File: src/verilog/rtce_pkg.sv
// constants and carrier types for the rule timer and condition engine
package rtce_pkg;
   // ***********************************************
   // rule table geometry
   // ***********************************************
   localparam int RTCE_RULES = 70; // table entries, index 0..69
   localparam int RTCE_IDX_W = 7; // bits of a table index
   localparam logic [6:0] RTCE_LAST_IDX = 7'h45; // highest index (69)
   localparam logic [7:0] RTCE_RULES_B = 8'h46; // entry count as a byte
   localparam logic [7:0] RTCE_VOID = 8'hFF; // void type or void link
   // ***********************************************
   // timers
   // ***********************************************
   localparam int RTCE_N_TMR = 12; // timers 0..11
   localparam int RTCE_N_HI = 8; // timers 0..7 are the fine ones
   localparam int RTCE_TMR_W = 16; // interval counter width
   localparam logic [7:0] RTCE_EVT_TMR_BASE = 8'h0A; // elapse type = base + timer
   // ***********************************************
   // condition types and parameter fields
   // ***********************************************
   localparam logic [7:0] RTCE_C_DET = 8'h32; // detect state test
   localparam logic [7:0] RTCE_C_TMR = 8'h33; // timer running test
   localparam logic [7:0] RTCE_C_V1GT = 8'h34; // variable one above
   localparam logic [7:0] RTCE_C_V1LT = 8'h35; // variable one below
   localparam logic [7:0] RTCE_C_V2GT = 8'h36; // variable two above
   localparam logic [7:0] RTCE_C_V2LT = 8'h37; // variable two below
   localparam logic [7:0] RTCE_DET_NONE = 8'h00; // no detect active
   localparam logic [7:0] RTCE_DET_POS = 8'h01; // positive detect active
   localparam logic [7:0] RTCE_DET_NEG = 8'h02; // negative detect active
   localparam int RTCE_TP_RUN = 7; // timer test: 1 running, 0 stopped
   localparam int RTCE_TP_RSV_HI = 6; // reserved field top
   localparam int RTCE_TP_RSV_LO = 4; // reserved field bottom
   localparam int RTCE_TP_NUM_HI = 3; // timer number field top
   localparam logic [3:0] RTCE_TMR_MAX = 4'hB; // highest valid timer number
   // ***********************************************
   // carriers
   // ***********************************************
   typedef struct packed {
      logic [7:0] b0; // rule type
      logic [7:0] b1; // type-specific parameter / condition link
      logic [7:0] b2; // next link / action link
   } rtce_rule_s;
   typedef struct packed {
      logic wr; // write strobe
      logic [6:0] idx; // entry written
      rtce_rule_s rule; // entry contents
   } rtce_tbl_wr_s;
   typedef struct packed {
      logic start; // start (or restart) the selected timer
      logic cancel; // cancel the selected timer
      logic [3:0] sel; // timer number
      logic [15:0] len; // interval in ticks of that timer
   } rtce_tmr_cmd_s;
   typedef struct packed {
      logic valid; // one-cycle dispatch strobe
      logic [6:0] evt_idx; // matching event rule index
      logic [7:0] act_idx; // first action link of that rule
   } rtce_act_s;
endpackage

File: src/verilog/rtce_engine.sv
// rule timers, elapse events, event scan and condition chain evaluation
//
// Contract
// - eight fine timers 0..7, elapse type 10+n
// - four coarse timers 8..11, types 18..21
// - started timer counts down, one elapse event
// - event rule matches only its own type
// - elapse stops timer, no automatic restart
// - any failing condition suppresses all actions
// - condition: type, parameter, next link
// - chain ends at 255 or past table
// - type 50 tests none/positive/negative detect
// - type 51: bit7 running test, bits3..0 timer
// - running only inside the countdown interval
// - types 52/53 compare variable one
// - types 54/55 compare variable two
// - table of 70 three-byte entries
// - scan up from 0, stop at void
// - condition link 255 or past table: unconditional
`timescale 1ns/10ps
module rtce_engine #(
   parameter int LORES_DIV = 1000 // clocks per coarse timer tick
) (
   input wire logic i_sys_clk,
   input wire logic i_reset,
   input wire rtce_pkg::rtce_tbl_wr_s i_tbl_wr, // rule table write port
   input wire rtce_pkg::rtce_tmr_cmd_s i_tmr_cmd, // timer start/cancel
   input wire logic i_evt_valid, // outside event offered
   input wire logic [7:0] i_evt_type, // its rule type
   input wire logic i_det_pos, // positive detect active
   input wire logic i_det_neg, // negative detect active
   input wire logic [1:0] i_var_wr, // write variable one / two
   input wire logic [7:0] i_var_data, // value written
   output rtce_pkg::rtce_act_s o_act, // action dispatch
   output logic o_evt_ready, // outside event can be taken
   output logic o_busy, // scan in progress
   output logic [11:0] o_tmr_running // per timer running state
);
   import rtce_pkg::*;

   // ***********************************************
   // storage
   // ***********************************************
   typedef enum logic [1:0] {ST_IDLE, ST_SCAN, ST_COND} rtce_state_e;
   rtce_rule_s tbl_ff [RTCE_RULES]; // rule table, not reset: software loads it
   rtce_state_e state_ff, nxt_state;
   logic [6:0] scan_ff, nxt_scan; // event rule under test
   logic [6:0] cond_ff, nxt_cond; // condition under test
   logic [7:0] evt_ff; // type of the event being handled
   logic [7:0] var1_ff, var2_ff; // rule variables
   logic [RTCE_N_TMR-1:0] run_ff, pend_ff, el_w, clr_w;
   logic [RTCE_TMR_W-1:0] cnt_ff [RTCE_N_TMR];
   logic [15:0] pre_ff; // coarse prescaler
   logic lo_tick_ff;
   logic [3:0] pick_w; // lowest pending timer
   logic take_ext, take_tmr, cond_ok, dispatch;
   rtce_act_s act_ff;
   logic ready_ff;
   logic busy_ff; // registered non-idle flag, so the output comes from a flop
   rtce_rule_s cur, cnd;

   assign cur = tbl_ff[scan_ff];
   assign cnd = tbl_ff[cond_ff];

   // table write; entries past the last index are dropped
   always_ff @(posedge i_sys_clk) begin
      if (i_tbl_wr.wr && i_tbl_wr.idx <= RTCE_LAST_IDX) begin
         tbl_ff[i_tbl_wr.idx] <= i_tbl_wr.rule;
      end
   end

   // variables are only written by the action side
   always_ff @(posedge i_sys_clk or posedge i_reset) begin
      if (i_reset) begin
         var1_ff <= 8'h00;
         var2_ff <= 8'h00;
      end else begin
         if (i_var_wr[0]) begin
            var1_ff <= i_var_data;
         end
         if (i_var_wr[1]) begin
            var2_ff <= i_var_data;
         end
      end
   end

   // ***********************************************
   // timers
   // ***********************************************
   // coarse tick: one pulse every LORES_DIV clocks
   always_ff @(posedge i_sys_clk or posedge i_reset) begin
      if (i_reset) begin
         pre_ff <= 16'h0000;
         lo_tick_ff <= 1'b0;
      end else begin
         lo_tick_ff <= (pre_ff == 16'(LORES_DIV - 1));
         pre_ff <= (pre_ff == 16'(LORES_DIV - 1)) ? 16'h0000 : pre_ff + 16'h0001;
      end
   end

   for (genvar n = 0; n < RTCE_N_TMR; n++) begin : g_tmr
      logic tick, hit;
      assign tick = (n < RTCE_N_HI) ? 1'b1 : lo_tick_ff;
      assign hit = (i_tmr_cmd.sel == 4'(n));
      // a start or cancel in the elapse cycle wins over the elapse
      assign el_w[n] = run_ff[n] && tick && cnt_ff[n] == 16'h0001
                       && !(hit && (i_tmr_cmd.start || i_tmr_cmd.cancel));
      always_ff @(posedge i_sys_clk or posedge i_reset) begin
         if (i_reset) begin
            run_ff[n] <= 1'b0;
            cnt_ff[n] <= 16'h0000;
         end else if (hit && i_tmr_cmd.start) begin
            run_ff[n] <= 1'b1;
            // a zero interval would never end, so it runs one tick
            cnt_ff[n] <= (i_tmr_cmd.len == 16'h0000) ? 16'h0001 : i_tmr_cmd.len;
         end else if (hit && i_tmr_cmd.cancel) begin
            run_ff[n] <= 1'b0;
         end else if (el_w[n]) begin
            run_ff[n] <= 1'b0;
         end else if (run_ff[n] && tick) begin
            cnt_ff[n] <= cnt_ff[n] - 16'h0001;
         end
      end
   end

   // pending elapse events; a new elapse beats the clear
   always_ff @(posedge i_sys_clk or posedge i_reset) begin
      if (i_reset) begin
         pend_ff <= '0;
      end else begin
         pend_ff <= (pend_ff & ~clr_w) | el_w;
      end
   end

   // lowest numbered pending timer is served first
   always_comb begin
      pick_w = 4'h0;
      for (int k = RTCE_N_TMR - 1; k >= 0; k--) begin
         if (pend_ff[k]) begin
            pick_w = 4'(k);
         end
      end
   end

   assign take_ext = (state_ff == ST_IDLE) && ready_ff && i_evt_valid;
   assign take_tmr = (state_ff == ST_IDLE) && !take_ext && (|pend_ff);
   assign clr_w = take_tmr ? (RTCE_N_TMR'(1) << pick_w) : '0;

   // event type latch: outside events take priority over timer elapses
   always_ff @(posedge i_sys_clk or posedge i_reset) begin
      if (i_reset) begin
         evt_ff <= RTCE_VOID;
      end else if (take_ext) begin
         evt_ff <= i_evt_type;
      end else if (take_tmr) begin
         evt_ff <= RTCE_EVT_TMR_BASE + {4'h0, pick_w};
      end
   end

   // ***********************************************
   // condition evaluation
   // ***********************************************
   // the timer number field is trusted only when valid and reserved bits clear
   always_comb begin
      cond_ok = 1'b0;
      case (cnd.b0)
         RTCE_C_DET: begin
            case (cnd.b1)
               RTCE_DET_NONE: cond_ok = !i_det_pos && !i_det_neg;
               RTCE_DET_POS: cond_ok = i_det_pos;
               RTCE_DET_NEG: cond_ok = i_det_neg;
               default: cond_ok = 1'b0;
            endcase
         end
         RTCE_C_TMR: begin
            if (cnd.b1[RTCE_TP_RSV_HI:RTCE_TP_RSV_LO] == 3'h0
                && cnd.b1[RTCE_TP_NUM_HI:0] <= RTCE_TMR_MAX) begin
               cond_ok = run_ff[cnd.b1[RTCE_TP_NUM_HI:0]] == cnd.b1[RTCE_TP_RUN];
            end
         end
         RTCE_C_V1GT: cond_ok = var1_ff > cnd.b1;
         RTCE_C_V1LT: cond_ok = var1_ff < cnd.b1;
         RTCE_C_V2GT: cond_ok = var2_ff > cnd.b1;
         RTCE_C_V2LT: cond_ok = var2_ff < cnd.b1;
         default: cond_ok = 1'b0;
      endcase
   end

   // ***********************************************
   // scan sequencer
   // ***********************************************
   // a looping condition chain is a configuration fault and is not broken
   always_comb begin
      nxt_state = state_ff;
      nxt_scan = scan_ff;
      nxt_cond = cond_ff;
      dispatch = 1'b0;
      case (state_ff)
         ST_IDLE: begin
            nxt_scan = 7'h00;
            if (take_ext || take_tmr) begin
               nxt_state = ST_SCAN;
            end
         end
         ST_SCAN: begin
            if (cur.b0 == RTCE_VOID) begin
               nxt_state = ST_IDLE;
            end else if (cur.b0 == evt_ff && cur.b1 < RTCE_RULES_B) begin
               nxt_cond = cur.b1[6:0];
               nxt_state = ST_COND;
            end else begin
               dispatch = (cur.b0 == evt_ff);
               nxt_state = (scan_ff == RTCE_LAST_IDX) ? ST_IDLE : ST_SCAN;
               nxt_scan = scan_ff + 7'h01;
            end
         end
         ST_COND: begin
            if (!cond_ok || cnd.b2 >= RTCE_RULES_B) begin
               dispatch = cond_ok;
               nxt_state = (scan_ff == RTCE_LAST_IDX) ? ST_IDLE : ST_SCAN;
               nxt_scan = scan_ff + 7'h01;
            end else begin
               nxt_cond = cnd.b2[6:0];
            end
         end
         default: nxt_state = ST_IDLE;
      endcase
   end

   // sequencer state
   always_ff @(posedge i_sys_clk or posedge i_reset) begin
      if (i_reset) begin
         state_ff <= ST_IDLE;
         scan_ff <= 7'h00;
         cond_ff <= 7'h00;
         ready_ff <= 1'b0;
         busy_ff <= 1'b0;
      end else begin
         state_ff <= nxt_state;
         scan_ff <= nxt_scan;
         cond_ff <= nxt_cond;
         ready_ff <= (nxt_state == ST_IDLE);
         busy_ff <= (nxt_state != ST_IDLE);
      end
   end

   // dispatch strobe, one cycle per satisfied event rule
   always_ff @(posedge i_sys_clk or posedge i_reset) begin
      if (i_reset) begin
         act_ff <= '0;
      end else begin
         act_ff.valid <= dispatch;
         act_ff.evt_idx <= scan_ff;
         act_ff.act_idx <= cur.b2;
      end
   end

   assign o_act = act_ff;
   assign o_evt_ready = ready_ff;
   assign o_busy = busy_ff;
   assign o_tmr_running = run_ff;
endmodule

File: config.mk
export PLATFORM = sky130hd
export DESIGN_NAME = rtce_engine
export DESIGN_NICKNAME = d
export VERILOG_FILES = /design/src/verilog/rtce_pkg.sv /design/src/verilog/rtce_engine.sv
export SDC_FILE = /design/constraint.sdc
export NUM_CORES = 2
export LEC_CHECK = 0
export BUFFER_PORTS_ARGS = -buffer_cell sky130_fd_sc_hd__buf_4
export CAP_MARGIN = 30
export CORE_MARGIN = 4
export CORE_UTILIZATION = 41
export CTS_BUF_LIST = sky130_fd_sc_hd__clkbuf_2 sky130_fd_sc_hd__clkbuf_4 sky130_fd_sc_hd__clkbuf_8
export CTS_CLUSTER_SIZE = 25
export DETAILED_ROUTE_END_ITERATION = 16
export PLACE_DENSITY = 0.62
export SLEW_MARGIN = 20
export SYNTH_ARGS = -nofsm -noshare
export SYNTH_HDL_FRONTEND = slang
export SYNTH_SLANG_ARGS = --single-unit
File: constraint.sdc
create_clock -name i_sys_clk -period 18.8 [get_ports i_sys_clk]
set_input_delay 1.88 -clock i_sys_clk [delete_from_list [all_inputs] [get_ports i_sys_clk]]
set_output_delay 1.88 -clock i_sys_clk [all_outputs]
set_load 0.03 [all_outputs]
==> metrics.log <==
[metrics] CP peak stage delay: 0.77 ns
[metrics] CTS root buf: sky130_fd_sc_hd__clkbuf_8
[metrics] result of the run: completed
[metrics] Hold Violations, Final: 0
[metrics] Die Span X: 489 µm
[metrics] arrival time reported for the critical path endpoint: 8.67 ns
[metrics] placeable core region: 230000 µm²
[metrics] Clk Latency, worst-skew pair: 1.08 ns
[metrics] area growth from synthesis to layout: 11.5%
[metrics] peak fanout along the critical path: 99
[metrics] height of the die: roughly 500 µm
[metrics] total of max-cap violations: 0
[metrics] Post-Syn Instances: a little over 6000
[metrics] required time of the worst setup path: 19.71 ns
[metrics] Final Wtd Congestion: 0.964
[metrics] share of synthesized area occupied by flip-flops and latches: 0.608
[metrics] wire length of the first global-routing pass: 470000 µm
[metrics] Final Cell Area: 106000 µm²
[metrics] proportion of layout cells with a drive suffix above 1: 0.260
[metrics] most common cell after layout, fill and taps aside: sky130_fd_sc_hd__edfxtp_1
[metrics] Max-slew headroom: 0.197
[metrics] flop and latch count out of synthesis: 1971
[metrics] largest buffer count on any clock path: 4
[metrics] critical path startpoint category: register
[metrics] netlist area before placement: roughly 95000 µm²
[metrics] routed via count: 63400
[metrics] clock tree from TritonCTS: built
[metrics] floorplan row count: 176
[metrics] count of buffers added by post-CTS timing repair for setup: 0
[metrics] Initial DRT Pass Iterations: 8
[metrics] count of nets after finishing: ~6400
[metrics] critical path type: reg2reg
[metrics] wire length per cell: roughly 36 µm
[metrics] clock tree sinks: 1971
[metrics] ratio of final minimum period to clock period: 0.413
[metrics] number of nets still failing antenna checks after routing: 0
[metrics] worst min-delay path category: reg2reg
[metrics] beginning of the critical path: cond_ff[2]$_DFFE_PP0P_
[metrics] setup violators final: 0
[metrics] EDFF count, synth: approximately 1700
[metrics] most used flip-flop cell after synthesis: sky130_fd_sc_hd__edfxtp_1
[metrics] final routed wirelength across all metal layers: 340000 µm
[metrics] Syn Nets: 6165
[metrics] end-of-flow core utilization: 0.460
[metrics] worst hold-check slack: 0.464 ns
[metrics] measured slew at the worst slew-check pin: 1.17 ns
[metrics] sum of overflow across all layers after global routing: 0
[metrics] Power Dens Cells: 150 nW/µm²
[metrics] start point of the worst min-delay path: pre_ff[0]$_DFF_PP0_
[metrics] number of remaining DRC errors: 0
[metrics] maximum VDD drop: 0.000113 V
[metrics] Avg Vias per Cell: 6.63
[metrics] multi-input gate area in the final layout: 34900 µm²
[metrics] sequential standard cell area: 57800 µm²
[metrics] timing-limited maximum frequency: between 100 and 150 MHz
[metrics] Max Transition Viols Final: 0
[metrics] worst reg-to-reg path cell count: 23
[metrics] post-detailed-placement cell area: 99000 µm²
[metrics] depth of the critical timing path with buffers and inverters included: 23
[metrics] number of cells traversed by the worst hold path: 1
[metrics] commonest non-fill, non-tap cells in the layout: 1680 x sky130_fd_sc_hd__edfxtp_1, 674 x sky130_fd_sc_hd__mux4_2, 383 x sky130_fd_sc_hd__nand2_1
[metrics] proportion of register bits with asynchronous set or reset after synthesis: 0.148
[metrics] overall fraction of global-route tracks in use: 0.279
[metrics] post-cts gate resize count: 0
[metrics] number of antenna violations at the first check in global routing: 35
[metrics] cell types occupying the most area after synthesis: sky130_fd_sc_hd__edfxtp_1 53%, sky130_fd_sc_hd__mux4_2 16%, sky130_fd_sc_hd__dfrtp_1 7.5%
[metrics] via count of the first global-routing pass: 60600
[metrics] Filler Cells Inserted: 19700
[metrics] total negative setup slack: 0 ns
[metrics] worst path bufs/invs: 4
[metrics] post-synth top area share: 0.531
[metrics] cell at the slowest stage of the critical path: sky130_fd_sc_hd__dfrtp_4
[metrics] total clock buffers created by CTS: 332
[metrics] placed insts: between 8000 and 9000
[metrics] Setup crit end kind: register
[metrics] unrepaired setup endpoints after global routing: false
[metrics] die area: about 240000 µm²
[metrics] Buffers on Ports: 106
[metrics] maximum number of pins on one net before global-route repair: 100
[metrics] IO Pins: ~110
[metrics] cell-by-cell listing of the critical path: buf_4 > buf_4 > buf_12 > mux2_1 > a2bb2oi_1 > nand3_1 > o21ai_1 > o21ai_1 > nand3_1 > inv_1 > ha_1 > nor2b_1 > o211ai_1 > a21oi_1 > a211oi_1 > a211oi_1 > a211oi_2 > a2111oi_0 > a31oi_1 > nor3_1 > a211o_1 > a21o_1 > a22o_1
[metrics] Starting Density: 0.413
[metrics] Leak: around 35 nW
[metrics] Yosys warning total: 0
[metrics] H-tree level count: 5
[metrics] kind of cell adding the most delay to the critical path: compound AO/OA/AOI/OAI gates
[metrics] worst clock skew on the final layout: 0.0940 ns
[metrics] Non-Filler Instances: 9574
[metrics] Reg2Reg Launch Point: cond_ff[2]$_DFFE_PP0P_
[metrics] clk slew on worst S/H paths: around 0.06 ns
[metrics] Initial DRC Count: 10000
[metrics] library cell occupying the most area in the post-synthesis netlist: sky130_fd_sc_hd__edfxtp_1
[metrics] synthesized area per cell: 15.7 µm²
[metrics] HPWL reported at the end of detailed placement: 214000 µm
[metrics] crit path time final: 7.77 ns
[metrics] unique cell type count in the Yosys netlist: 112
[metrics] Hold-fix buffers, CTS: 0
## layout make-up
class,instances,share of cell area
flip-flops and latches,1971,0.546
multi-input cells,3599,0.330
clock buffers,437,0.0520
well taps,3026,0.0358
repair buffers,298,0.0232
clock inverters,137,0.00999
inverters,81,0.00297
diodes,25,0.000591
## power breakdown
part | switching, W | total, W | leakage, nW | internal, W
Combinational | 0.00399 | 0.00664 | 13.2 | 0.00265
Sequential | 0.000373 | 0.00534 | 18.5 | 0.00497
Clock | 0.00177 | 0.00390 | 3.48 | 0.00214
Total | 0.00613 | 0.0159 | 35.2 | 0.00975
## synth_stat cells (37+ instances only)
cell type,instances
sky130_fd_sc_hd__buf_4,41
sky130_fd_sc_hd__nor4_1,70
sky130_fd_sc_hd__nor3_1,91
sky130_fd_sc_hd__buf_6,55
sky130_fd_sc_hd__dfrtp_1,283
sky130_fd_sc_hd__mux2_2,44
sky130_fd_sc_hd__nand3_1,131
sky130_fd_sc_hd__ha_1,48
sky130_fd_sc_hd__a31oi_1,37
sky130_fd_sc_hd__nor2b_1,67
sky130_fd_sc_hd__mux4_2,674
sky130_fd_sc_hd__o21ai_0,143
sky130_fd_sc_hd__a21oi_1,215
sky130_fd_sc_hd__edfxtp_1,1680
sky130_fd_sc_hd__a22oi_1,132
sky130_fd_sc_hd__nand2b_1,41
sky130_fd_sc_hd__xor2_1,68
sky130_fd_sc_hd__and3_1,40
sky130_fd_sc_hd__inv_1,77
sky130_fd_sc_hd__o22ai_1,40
sky130_fd_sc_hd__clkbuf_1,155
sky130_fd_sc_hd__nand2_1,383
sky130_fd_sc_hd__buf_2,86
sky130_fd_sc_hd__mux2i_1,358
sky130_fd_sc_hd__nor2_1,435
sky130_fd_sc_hd__xnor2_1,101
## state kept, by name, summed over array words and instances, names as in the netlist, 8 cells and up
signal and count:
pre_ff 16, o_act 16, o_tmr_running 12, var2_ff 8, cnt_ff 192, evt_ff 8
pend_ff 12, var1_ff 8, tbl_ff 1680
## metal layers
layer  GRT usage  up-vias  part of all wire
met4       0.141       20             0.058
met5           0        -           0.00034
met3      0.0995     1030              0.14
met1       0.368    32600              0.37
met2       0.408     4956              0.44
li1            -    24800                 -
## path summary, 6_finish.rpt
check                      slack (ns)                       to
setup reg to reg                11.03   scan_ff[4]$_DFFE_PP0P_
hold / removal                   0.46      pre_ff[0]$_DFF_PP0_
min in group asynchronous        0.79       o_act[2]$_DFF_PP0_
setup / recovery                11.03   scan_ff[4]$_DFFE_PP0P_
max in group asynchronous       16.53  cnt_ff[175]$_DFFE_PP0P_
hold reg to reg                  0.46      pre_ff[0]$_DFF_PP0_
## kinds of logic after synthesis
logic type / count (synthesis) / synth area share
buffers and inverters: 470 / 0.0305
adders and majority gates: 48 / 0.00633
AOI/OAI and AO/OA: 878 / 0.0631
and+or+nand+nor: 1415 / 0.0706
DFF: 1971 / 0.608
muxes: 1089 / 0.206
xor gates and xnor gates: 169 / 0.0156
## metrics by stage
stage          power, W  setup slack, ns
2_1_floorplan   0.00977             8.90
3_3_place_gp     0.0118            11.38
3_5_place_dp     0.0118            11.38
4_1_cts          0.0157            11.34
5_1_grt          0.0164            10.81
6_report         0.0159            11.03
(Power assumes the default switching activity.)
